File: src/spcfg_defs.svh
// Constants for the serial configuration register block.
// Included by the package and the design; definitions only.
`ifndef SPCFG_DEFS_SVH
`define SPCFG_DEFS_SVH
`define SPCFG_ADDR_GATE 2'h0
`define SPCFG_ADDR_MODE 2'h1
`define SPCFG_ADDR_RETRY 2'h2
`define SPCFG_ADDR_MASK 2'h3
`define SPCFG_BIT_ZERO 15
`define SPCFG_BIT_NULL 14
`define SPCFG_ADDR_HI 13
`define SPCFG_ADDR_LO 12
`define SPCFG_DATA_HI 5
`define SPCFG_REG_RESET 6'h00
`define SPCFG_REPLY_PAD 4'h0
`define SPCFG_FRAME_BITS 16
`endif

File: src/spcfg_pkg.sv
// Types shared by the serial configuration register block.
// Assumes spcfg_defs.svh is on the include path.
`include "spcfg_defs.svh"
package spcfg_pkg;
    typedef enum logic [1:0] {
        SPCFG_IDLE = 2'b01,
        SPCFG_SHIFT = 2'b10
    } spcfg_state_t;
    typedef struct packed {
        logic [5:0] latch_mode;
        logic retry_hi;
        logic retry_lo;
        logic [1:0] thresh_hi;
        logic [1:0] thresh_lo;
        logic [5:0] flag_mask;
    } spcfg_cfg_t;
    typedef struct packed {
        logic cs_n;
        logic sclk;
        logic sdi;
        logic ena_soft;
        logic ena_out;
        logic [5:0] par;
    } spcfg_pins_t;
endpackage

File: src/spcfg_regs.sv
// Serial-programmed configuration registers of a six-channel pre-driver,
// with the gate qualifier, flag logic and fault read-back shift path.
// Assumes fault detection logic on clk_in supplies fault codes and
// per-channel fault levels; the serial link pins are asynchronous.
`timescale 1ns/1ps
`include "spcfg_defs.svh"
module spcfg_regs
    import spcfg_pkg::*;
(
    input wire logic clk_in,
    input wire logic sys_rst_in,
    input wire logic chip_select_n_in,
    input wire logic sclk_in,
    input wire logic sdi_in,
    input wire logic soft_reset_enable_in,
    input wire logic output_enable_in,
    input wire logic [5:0] parallel_in,
    input wire logic [5:0] shorted_load_state_in,
    input wire logic [5:0] drain_feedback_in,
    input wire logic [5:0] fault_detect_in,
    input wire logic [11:0] fault_code_in,
    output logic [5:0] gate_drive_out,
    output spcfg_cfg_t config_out,
    output logic cmd_accept_out,
    output logic sdo_out,
    output logic sdo_oe_n_out,
    output logic fault_flag_n_out,
    output logic fault_flag_oe_n_out,
    output logic status_flag_n_out,
    output logic status_flag_oe_n_out
);

    function automatic logic hits(input logic [15:0] cmd,
                                  input logic [1:0] code);
        hits = !cmd[`SPCFG_BIT_ZERO] && !cmd[`SPCFG_BIT_NULL] &&
               cmd[`SPCFG_ADDR_HI:`SPCFG_ADDR_LO] == code;
    endfunction

    spcfg_pins_t pins_in;
    spcfg_pins_t sync_a;
    spcfg_pins_t sync_b;
    logic sclk_d;
    spcfg_state_t state;
    logic [3:0] bit_cnt;
    logic whole;
    logic [15:0] shift_in;
    logic [15:0] shift_out;
    logic [5:0] gate_request;
    logic [5:0] fault_reaction_mode;
    logic [5:0] retry_time_and_threshold;
    logic [5:0] flag_feedback_mask;
    logic fault_flag;
    logic status_flag;
    logic cs_fall;
    logic cs_rise;
    logic frame_ok;
    logic sclk_rise;
    logic sclk_fall;
    logic [5:0] cmd_data;
    logic [5:0] next_mask;

    assign pins_in = '{cs_n: chip_select_n_in, sclk: sclk_in,
                       sdi: sdi_in, ena_soft: soft_reset_enable_in,
                       ena_out: output_enable_in, par: parallel_in};

    // Pins leave the link's domain; two stages before any logic reads them
    always_ff @(posedge clk_in) begin
        if (sys_rst_in) begin
            sync_a <= '{cs_n: 1'b1, default: '0};
            sync_b <= '{cs_n: 1'b1, default: '0};
            sclk_d <= 1'b0;
        end else begin
            sync_a <= pins_in;
            sync_b <= sync_a;
            sclk_d <= sync_b.sclk;
        end
    end

    assign sclk_rise = sync_b.sclk && !sclk_d;
    assign sclk_fall = !sync_b.sclk && sclk_d;
    assign cs_fall = state == SPCFG_IDLE && !sync_b.cs_n;
    assign cs_rise = state == SPCFG_SHIFT && sync_b.cs_n;
    assign frame_ok = cs_rise && whole && bit_cnt == 4'h0;
    assign cmd_data = shift_in[`SPCFG_DATA_HI:0];

    always_ff @(posedge clk_in) begin
        if (sys_rst_in) begin
            state <= SPCFG_IDLE;
        end else begin
            case (state)
                SPCFG_IDLE: begin
                    if (!sync_b.cs_n) begin
                        state <= SPCFG_SHIFT;
                    end
                end
                SPCFG_SHIFT: begin
                    if (sync_b.cs_n) begin
                        state <= SPCFG_IDLE;
                    end
                end
                default: begin
                    state <= SPCFG_IDLE;
                end
            endcase
        end
    end

    // Bit counter wraps every sixteen clocks; whole marks a full word seen
    always_ff @(posedge clk_in) begin
        if (sys_rst_in) begin
            bit_cnt <= 4'h0;
            whole <= 1'b0;
            shift_in <= 16'h0000;
        end else if (cs_fall) begin
            bit_cnt <= 4'h0;
            whole <= 1'b0;
        end else if (state == SPCFG_SHIFT && !sync_b.cs_n && sclk_rise) begin
            bit_cnt <= bit_cnt + 4'h1;
            if (bit_cnt == 4'hf) begin
                whole <= 1'b1;
            end
            shift_in <= {shift_in[14:0], sync_b.sdi};
        end
    end

    // Reply loads at select fall, next bit presented on each falling clock
    always_ff @(posedge clk_in) begin
        if (sys_rst_in) begin
            shift_out <= 16'h0000;
            sdo_oe_n_out <= 1'b1;
        end else if (cs_fall) begin
            shift_out <= {`SPCFG_REPLY_PAD, fault_code_in};
            sdo_oe_n_out <= 1'b0;
        end else if (cs_rise) begin
            sdo_oe_n_out <= 1'b1;
        end else if (state == SPCFG_SHIFT && sclk_fall) begin
            shift_out <= {shift_out[14:0], 1'b0};
        end
    end

    assign sdo_out = shift_out[15];

    // Soft reset clears gate requests and holds off new ones
    always_ff @(posedge clk_in) begin
        if (sys_rst_in) begin
            gate_request <= `SPCFG_REG_RESET;
        end else if (!sync_b.ena_soft) begin
            gate_request <= `SPCFG_REG_RESET;
        end else if (frame_ok && hits(shift_in, `SPCFG_ADDR_GATE)) begin
            gate_request <= cmd_data;
        end
    end

    always_ff @(posedge clk_in) begin
        if (sys_rst_in) begin
            fault_reaction_mode <= `SPCFG_REG_RESET;
        end else if (frame_ok && hits(shift_in, `SPCFG_ADDR_MODE)) begin
            fault_reaction_mode <= cmd_data;
        end
    end

    always_ff @(posedge clk_in) begin
        if (sys_rst_in) begin
            retry_time_and_threshold <= `SPCFG_REG_RESET;
        end else if (frame_ok && hits(shift_in, `SPCFG_ADDR_RETRY)) begin
            retry_time_and_threshold <= cmd_data;
        end
    end

    always_comb begin
        next_mask = flag_feedback_mask;
        if (frame_ok && hits(shift_in, `SPCFG_ADDR_MASK)) begin
            next_mask = cmd_data;
        end
    end

    always_ff @(posedge clk_in) begin
        if (sys_rst_in) begin
            flag_feedback_mask <= `SPCFG_REG_RESET;
        end else begin
            flag_feedback_mask <= next_mask;
        end
    end

    // Gate equation; reset stands in for the power-on qualifier
    always_ff @(posedge clk_in) begin
        if (sys_rst_in) begin
            gate_drive_out <= 6'h00;
        end else begin
            gate_drive_out <= {6{sync_b.ena_soft && sync_b.ena_out}} &
                              ~shorted_load_state_in &
                              (sync_b.par | gate_request);
        end
    end

    // The flag is judged at select rise with the old mask ANDed with the
    // new one: a cleared bit drops at once, a set bit waits a frame
    always_ff @(posedge clk_in) begin
        if (sys_rst_in) begin
            fault_flag <= 1'b0;
        end else if (!sync_b.ena_soft || cs_fall) begin
            fault_flag <= 1'b0;
        end else if (cs_rise) begin
            fault_flag <= |(fault_detect_in & flag_feedback_mask &
                            next_mask);
        end
    end

    always_ff @(posedge clk_in) begin
        if (sys_rst_in) begin
            status_flag <= 1'b0;
        end else begin
            status_flag <= sync_b.ena_soft &&
                           |(drain_feedback_in & flag_feedback_mask);
        end
    end

    always_ff @(posedge clk_in) begin
        if (sys_rst_in) begin
            cmd_accept_out <= 1'b0;
        end else begin
            cmd_accept_out <= frame_ok;
        end
    end

    assign fault_flag_n_out = 1'b0;
    assign fault_flag_oe_n_out = !fault_flag;
    assign status_flag_n_out = 1'b0;
    assign status_flag_oe_n_out = !status_flag;

    assign config_out = '{
        latch_mode: fault_reaction_mode,
        retry_hi: retry_time_and_threshold[5],
        retry_lo: retry_time_and_threshold[2],
        thresh_hi: retry_time_and_threshold[4:3],
        thresh_lo: retry_time_and_threshold[1:0],
        flag_mask: flag_feedback_mask
    };
endmodule

File: config.mk
export PLATFORM = sky130hd
export DESIGN_NAME = spcfg_regs
export DESIGN_NICKNAME = d
export VERILOG_FILES = /design/src/spcfg_pkg.sv /design/src/spcfg_regs.sv
export VERILOG_INCLUDE_DIRS = /design/src /design/src/src
export SDC_FILE = /design/constraint.sdc
export NUM_CORES = 1
export LEC_CHECK = 0
export ABC_AREA = 1
export BUFFER_PORTS_ARGS = -buffer_cell sky130_fd_sc_hd__buf_2
export CORE_ASPECT_RATIO = 1.1
export CORE_MARGIN = 3
export CORE_UTILIZATION = 58
export DETAILED_ROUTE_END_ITERATION = 10
export GPL_TIMING_DRIVEN = 0
export PLACE_DENSITY = 0.95
export SLEW_MARGIN = 20
export SYNTH_ARGS = -nofsm -noshare
export SYNTH_HDL_FRONTEND = slang
export SYNTH_SLANG_ARGS = --single-unit
File: constraint.sdc
create_clock -name clk_in -period 4.45 [get_ports clk_in]
set_input_delay 0.2225 -clock clk_in [delete_from_list [all_inputs] [get_ports clk_in]]
set_output_delay 0.2225 -clock clk_in [all_outputs]
set_load 0.02 [all_outputs]
# Word level (Yosys, flattened, before mapping)
# Cells that the tools add are included.
# op_classes
mux	9
n_eq_ne	9
n_bitwise	10
add_sub_neg	1
reduce_logical	43
# op_table
cell	count
12-bit two-way mux	3
6-bit AND	5
1-bit logical AND	20
6-bit OR reduction	2
2-bit AND reduction	5
1-bit logical NOT	8
2-bit equality test, second input constant	3
6-bit two-way mux	1
2-bit != test, second input constant	3
6-bit inverter	1
6-bit OR	1
2-bit OR reduction	3
4-bit by 1-bit adder with 4-bit output, second input constant	1
2-bit by 1-bit equality test with 1-bit output, second input constant	2
4-bit equality test, second input constant	1
4-bit logical NOT	1
2-bit two-way mux	2
2-bit one-hot mux with 2 select lines	1
2-bit nonzero test	2
1-bit inverter	3
2-bit logical NOT	1
1-bit two-way mux	2
1-bit logical OR	1
# word_totals
elab_cells	100
in_bits	43
ff_bits	96
out_inout_bits	31

# Depth between registers and ports, before layout
# depth
ltp_word	8
mapped_depth	11
ltp_nobuf	11

# Least setup slack after synthesis
# Ideal clock, no wire load.
# synth_timing
path_kind	register to register
start	register bit_cnt[0]
end	register fault_reaction_mode[0]
slack_ns	3.059
path_stages_with_launch	11
setup_time_ns	0.132
required_ns	4.318
path_buffers	1
t_arrival_ns	1.259
path_cell_list	dfxtp_1 > inv_1 > ha_1 > nand2_1 > inv_1 > nand2_1 > nor2_4 > buf_6 > nand2_1 > nand2_1 > a21oi_1
# synth_between
elab_chain_len	3
# synth_lines
item	line	source
start, declared	spcfg_regs.sv:44	logic [3:0] bit_cnt;
start signal, assigned	spcfg_regs.sv:118	bit_cnt <= bit_cnt + 4'h1;
4-bit logical NOT	spcfg_regs.sv:83	assign frame_ok = cs_rise && whole && bit_cnt == 4'h0;
1-bit logical AND	spcfg_regs.sv:83	
1-bit logical AND	spcfg_regs.sv:157	end else if (frame_ok && hits(shift_in, `SPCFG_ADDR_MODE)) begin
end signal, assigned	spcfg_regs.sv:156	fault_reaction_mode <= `SPCFG_REG_RESET;
end signal, assigned	spcfg_regs.sv:158	fault_reaction_mode <= cmd_data;
end, declared	spcfg_regs.sv:49	logic [5:0] fault_reaction_mode;
# Every way passes these cells.
# A chain may end at the register's enable or synchronous reset.

# Final worst setup path
# layout_timing
start	register bit_cnt[0]
end	register fault_reaction_mode[3]
# Same word-level chain as after synthesis.

==> out/qor.yml <==
result_of_the_run: "complete, no violations"
ys_ff_latch: 96
initial_utilization_pct: 60.64
maxSlewViolCount: 0
chipHeight_um: 88.22
remaining_drc_errors: 0
antennaDiodeCount: 0
cap_viol_max_count: 0
drt-vias-per-instance: 5.236
hold_path_class: "in2reg"
p_leak_nw: 1.883
yosysTopAreaCell: "sky130_fd_sc_hd__dfxtp_1"
power.density_cell_area_mw_per_mm2: 367.0
finalSetupViolCount: 0
routabilityCongestion: 0.9281
synth-edff-count: 0
worst_pin_slew_ns: 0.5317
clkTransAtPathRegs_ns: 0.10
cts_buffers: 9
netlist-cell-type-count: 27
synth-warning-count: 0
tns_ns: 0
layout.cells.non_filler: 614
num_vias: 3215
cts_resized: 0
critical_path.startpoint_type: "flip-flop"
cts_tree: "built"
floorplan.rows: 29
place.port_buffers: 71
hold_viol: 0
io_pins: 74
numPlacedInstances: 597
synth_flop_cell: "sky130_fd_sc_hd__dfxtp_1"
total_number_of_h_tree_levels: 3
seq_area_frac_synth_pct: 53.91
timing.final.crit_share_pct: 38.71
synth_area_leaders: "sky130_fd_sc_hd__dfxtp_1, sky130_fd_sc_hd__nand2_1, sky130_fd_sc_hd__a21oi_1, sky130_fd_sc_hd__inv_1, sky130_fd_sc_hd__nor2_1"
cts_sinks: 96
fin_util_pct: 72.22
dr.pass1.iters: 7
post-cts-setup-buffer-count: 0
worst_ep_required_ns: 4.68
cts_root_buffer: "sky130_fd_sc_hd__clkbuf_8"
ys_async_sr_fraction_pct: 0
rsz_0062_raised_after_global_routing: "no"
grt_usage_pct: 23.33
finClkSkew_ns: 0.01190
r2r_setup_slack_ns: 2.73
synth_top_cells_by_count: "sky130_fd_sc_hd__dfxtp_1, sky130_fd_sc_hd__nand2_1, sky130_fd_sc_hd__inv_1"
area.growth.synth_to_final_pct: 19.09
detail_route.wirelength_um: 8097
yosysMostFrequentCell: "sky130_fd_sc_hd__dfxtp_1"
cells_after_synthesis: 448
die_w_um: 80.75
ir_worst_vdd_mv: 0.2478
route.antenna.remaining_nets: 0
critical_path.max_fanout: 10
critical_path_start_end_classification: "reg2reg"
synth_top_cell_area_share_pct: 53.91
place.detailed.hpwl_um: 5556
global_route_wire_length_before_repair_um: 12850
grt_start_max_net_pins: 19
fmaxAchievable_mhz: 580.5
timing.critical_path.arrival_ns: 1.96
fillCellCount: 435
max-slew-margin-rel_pct: 64.55
die-area_mm2: 0.007123
avgRoutedWirePerCell_um: 13.19
finish.net_count: 577
worstSetupEndpointType: "flip-flop"
worst_skew_pair.late_latency_ns: 0.37
post_synth_instance_area_mm2: 0.003565
globalRouteOverflowTotal: 0
timing.final.crit_period_ns: 1.723
grt_antenna_before_repair: 0
core_area_mm2: 0.005878
post_route_cells_drive_above_1_share_pct: 21.23
post_synth.cell_area_avg_um2: 7.957
grt_pass1_vias: 2963
cts-root-to-sink-buffers: 2
drt-initial-drc-count: 258
[cell families (layout without fill, tap and decap cells)]
group | count (synthesis) | after routing | synth area share [%]
fa+ha+maj | 2 | 2 | 0.7019
other cells | 1 | 2 | 0.1052
compound gates | 99 | 99 | 14.39
buf+inv | 81 | 169 | 9.793
simple gates | 169 | 169 | 21.10
flops | 96 | 96 | 53.91
[metrics by stage]
step | hold slack (ns) | area (µm²) | power [mW] | setup slack [ns]
after floorplan | 0.3018 | 3568 | 0.9409 | 3.059
after global placement | 0.3882 | 4020 | 0.9684 | 2.868
after detailed placement | 0.3885 | 4020 | 0.9715 | 2.819
after CTS | 0.0007102 | 4235 | 1.555 | 2.764
after global routing | 0.004822 | 4245 | 1.605 | 2.604
final | 0.003227 | 4245 | 1.558 | 2.727
[layout make-up]
| cell class | instances | area [µm²] | share of cell area (%) |
|---|---|---|---|
| timing repair buffer | 72 | 365.4 | 8.606 |
| buffer | 20 | 120.1 | 2.829 |
| tap | 77 | 96.34 | 2.269 |
| clock inverter | 7 | 91.34 | 2.151 |
| sequential | 96 | 1922 | 45.27 |
| inverter | 61 | 229.0 | 5.393 |
| multi-input combinational | 272 | 1297 | 30.56 |
| clock buffer | 9 | 123.9 | 2.918 |
[critical path, cell delays in order (launching register included)]
cell and delay (ns):
sky130_fd_sc_hd__dfxtp_1 0.34, sky130_fd_sc_hd__inv_1 0.10, sky130_fd_sc_hd__ha_1 0.16, sky130_fd_sc_hd__nand2_1 0.05, sky130_fd_sc_hd__inv_1 0.05, sky130_fd_sc_hd__nand2_1 0.09
sky130_fd_sc_hd__nor2_4 0.25, sky130_fd_sc_hd__buf_6 0.18, sky130_fd_sc_hd__nand2_1 0.17, sky130_fd_sc_hd__nand2_1 0.13, sky130_fd_sc_hd__a21oi_1 0.08
[metal layers]
layer  GRT usage (%)  routed length, µm  vias to the layer above  share of wire (%)
li1                -                  -                     1593                  -
met1           26.67               3322                     1478                 41
met2           41.34               4073                      123                 50
met3           4.582                479                       21                5.9
met4           11.98                222                        0                2.7
met5               0                  0                        -                  0
[worst paths after layout]
path                            startpoint                     end  cells past startpoint
setup / recovery                bit_cnt[0]  fault_reaction_mode[3]                     10
hold / removal    shorted_load_state_in[5]       gate_drive_out[5]                      2
setup reg to reg                bit_cnt[0]  fault_reaction_mode[3]                     10
hold reg to reg                  sync_a[5]               sync_b[5]                      2
[what timing repair did]
item	in CTS	in global routing
endpoints found under the setup margin	0	0
hold endpoints to repair	0	1
hold buffers	0	1
[cells in the final DEF (no fill, tap or decap)]
master                          count
sky130_fd_sc_hd__nor2_4             1
sky130_fd_sc_hd__nor2_2             1
sky130_fd_sc_hd__nand2_2            2
sky130_fd_sc_hd__dlygate4sd3_1      1
sky130_fd_sc_hd__a21oi_1           46
sky130_fd_sc_hd__nand3_2            4
sky130_fd_sc_hd__clkinv_2           1
sky130_fd_sc_hd__a221oi_1           1
sky130_fd_sc_hd__nor2_1            51
sky130_fd_sc_hd__clkinv_4           2
sky130_fd_sc_hd__nand4_1            1
sky130_fd_sc_hd__buf_6              3
sky130_fd_sc_hd__or2_4              1
sky130_fd_sc_hd__o21ai_0           29
sky130_fd_sc_hd__inv_2              1
sky130_fd_sc_hd__buf_4              5
sky130_fd_sc_hd__nand3_1           22
sky130_fd_sc_hd__a31oi_1           11
sky130_fd_sc_hd__clkbuf_8           9
sky130_fd_sc_hd__ha_1               2
sky130_fd_sc_hd__dfxtp_1           96
sky130_fd_sc_hd__or2_2              3
sky130_fd_sc_hd__o21ai_1           12
sky130_fd_sc_hd__conb_1             2
sky130_fd_sc_hd__inv_1             60
sky130_fd_sc_hd__bufinv_16          1
sky130_fd_sc_hd__buf_2             74
sky130_fd_sc_hd__clkinv_8           1
sky130_fd_sc_hd__nor3_1             8
sky130_fd_sc_hd__nand2_1           72
sky130_fd_sc_hd__nor3_2             2
sky130_fd_sc_hd__clkbuf_1           9
sky130_fd_sc_hd__nor3_4             1
sky130_fd_sc_hd__inv_8              2
[registers in the layout (all words and copies together), names as in the netlist]
signal,cells
cmd_accept_out,1
fault_flag,1
retry_time_and_threshold,6
whole,1
gate_drive_out,6
shift_in,16
fault_reaction_mode,6
status_flag,1
bit_cnt,4
state,2
sdo_oe_n_out,1
sync_b,11
sync_a,11
flag_feedback_mask,6
sclk_d,1
shift_out,16
gate_request,6
[power by group]
part / switching (mW) / total, mW / internal [mW]
Clock: 0.331 / 0.604 / 0.273
Combinational: 0.0419 / 0.0729 / 0.0310
Sequential: 0.00677 / 0.881 / 0.874
Total: 0.380 / 1.56 / 1.18
(Power assumes the default switching activity.)
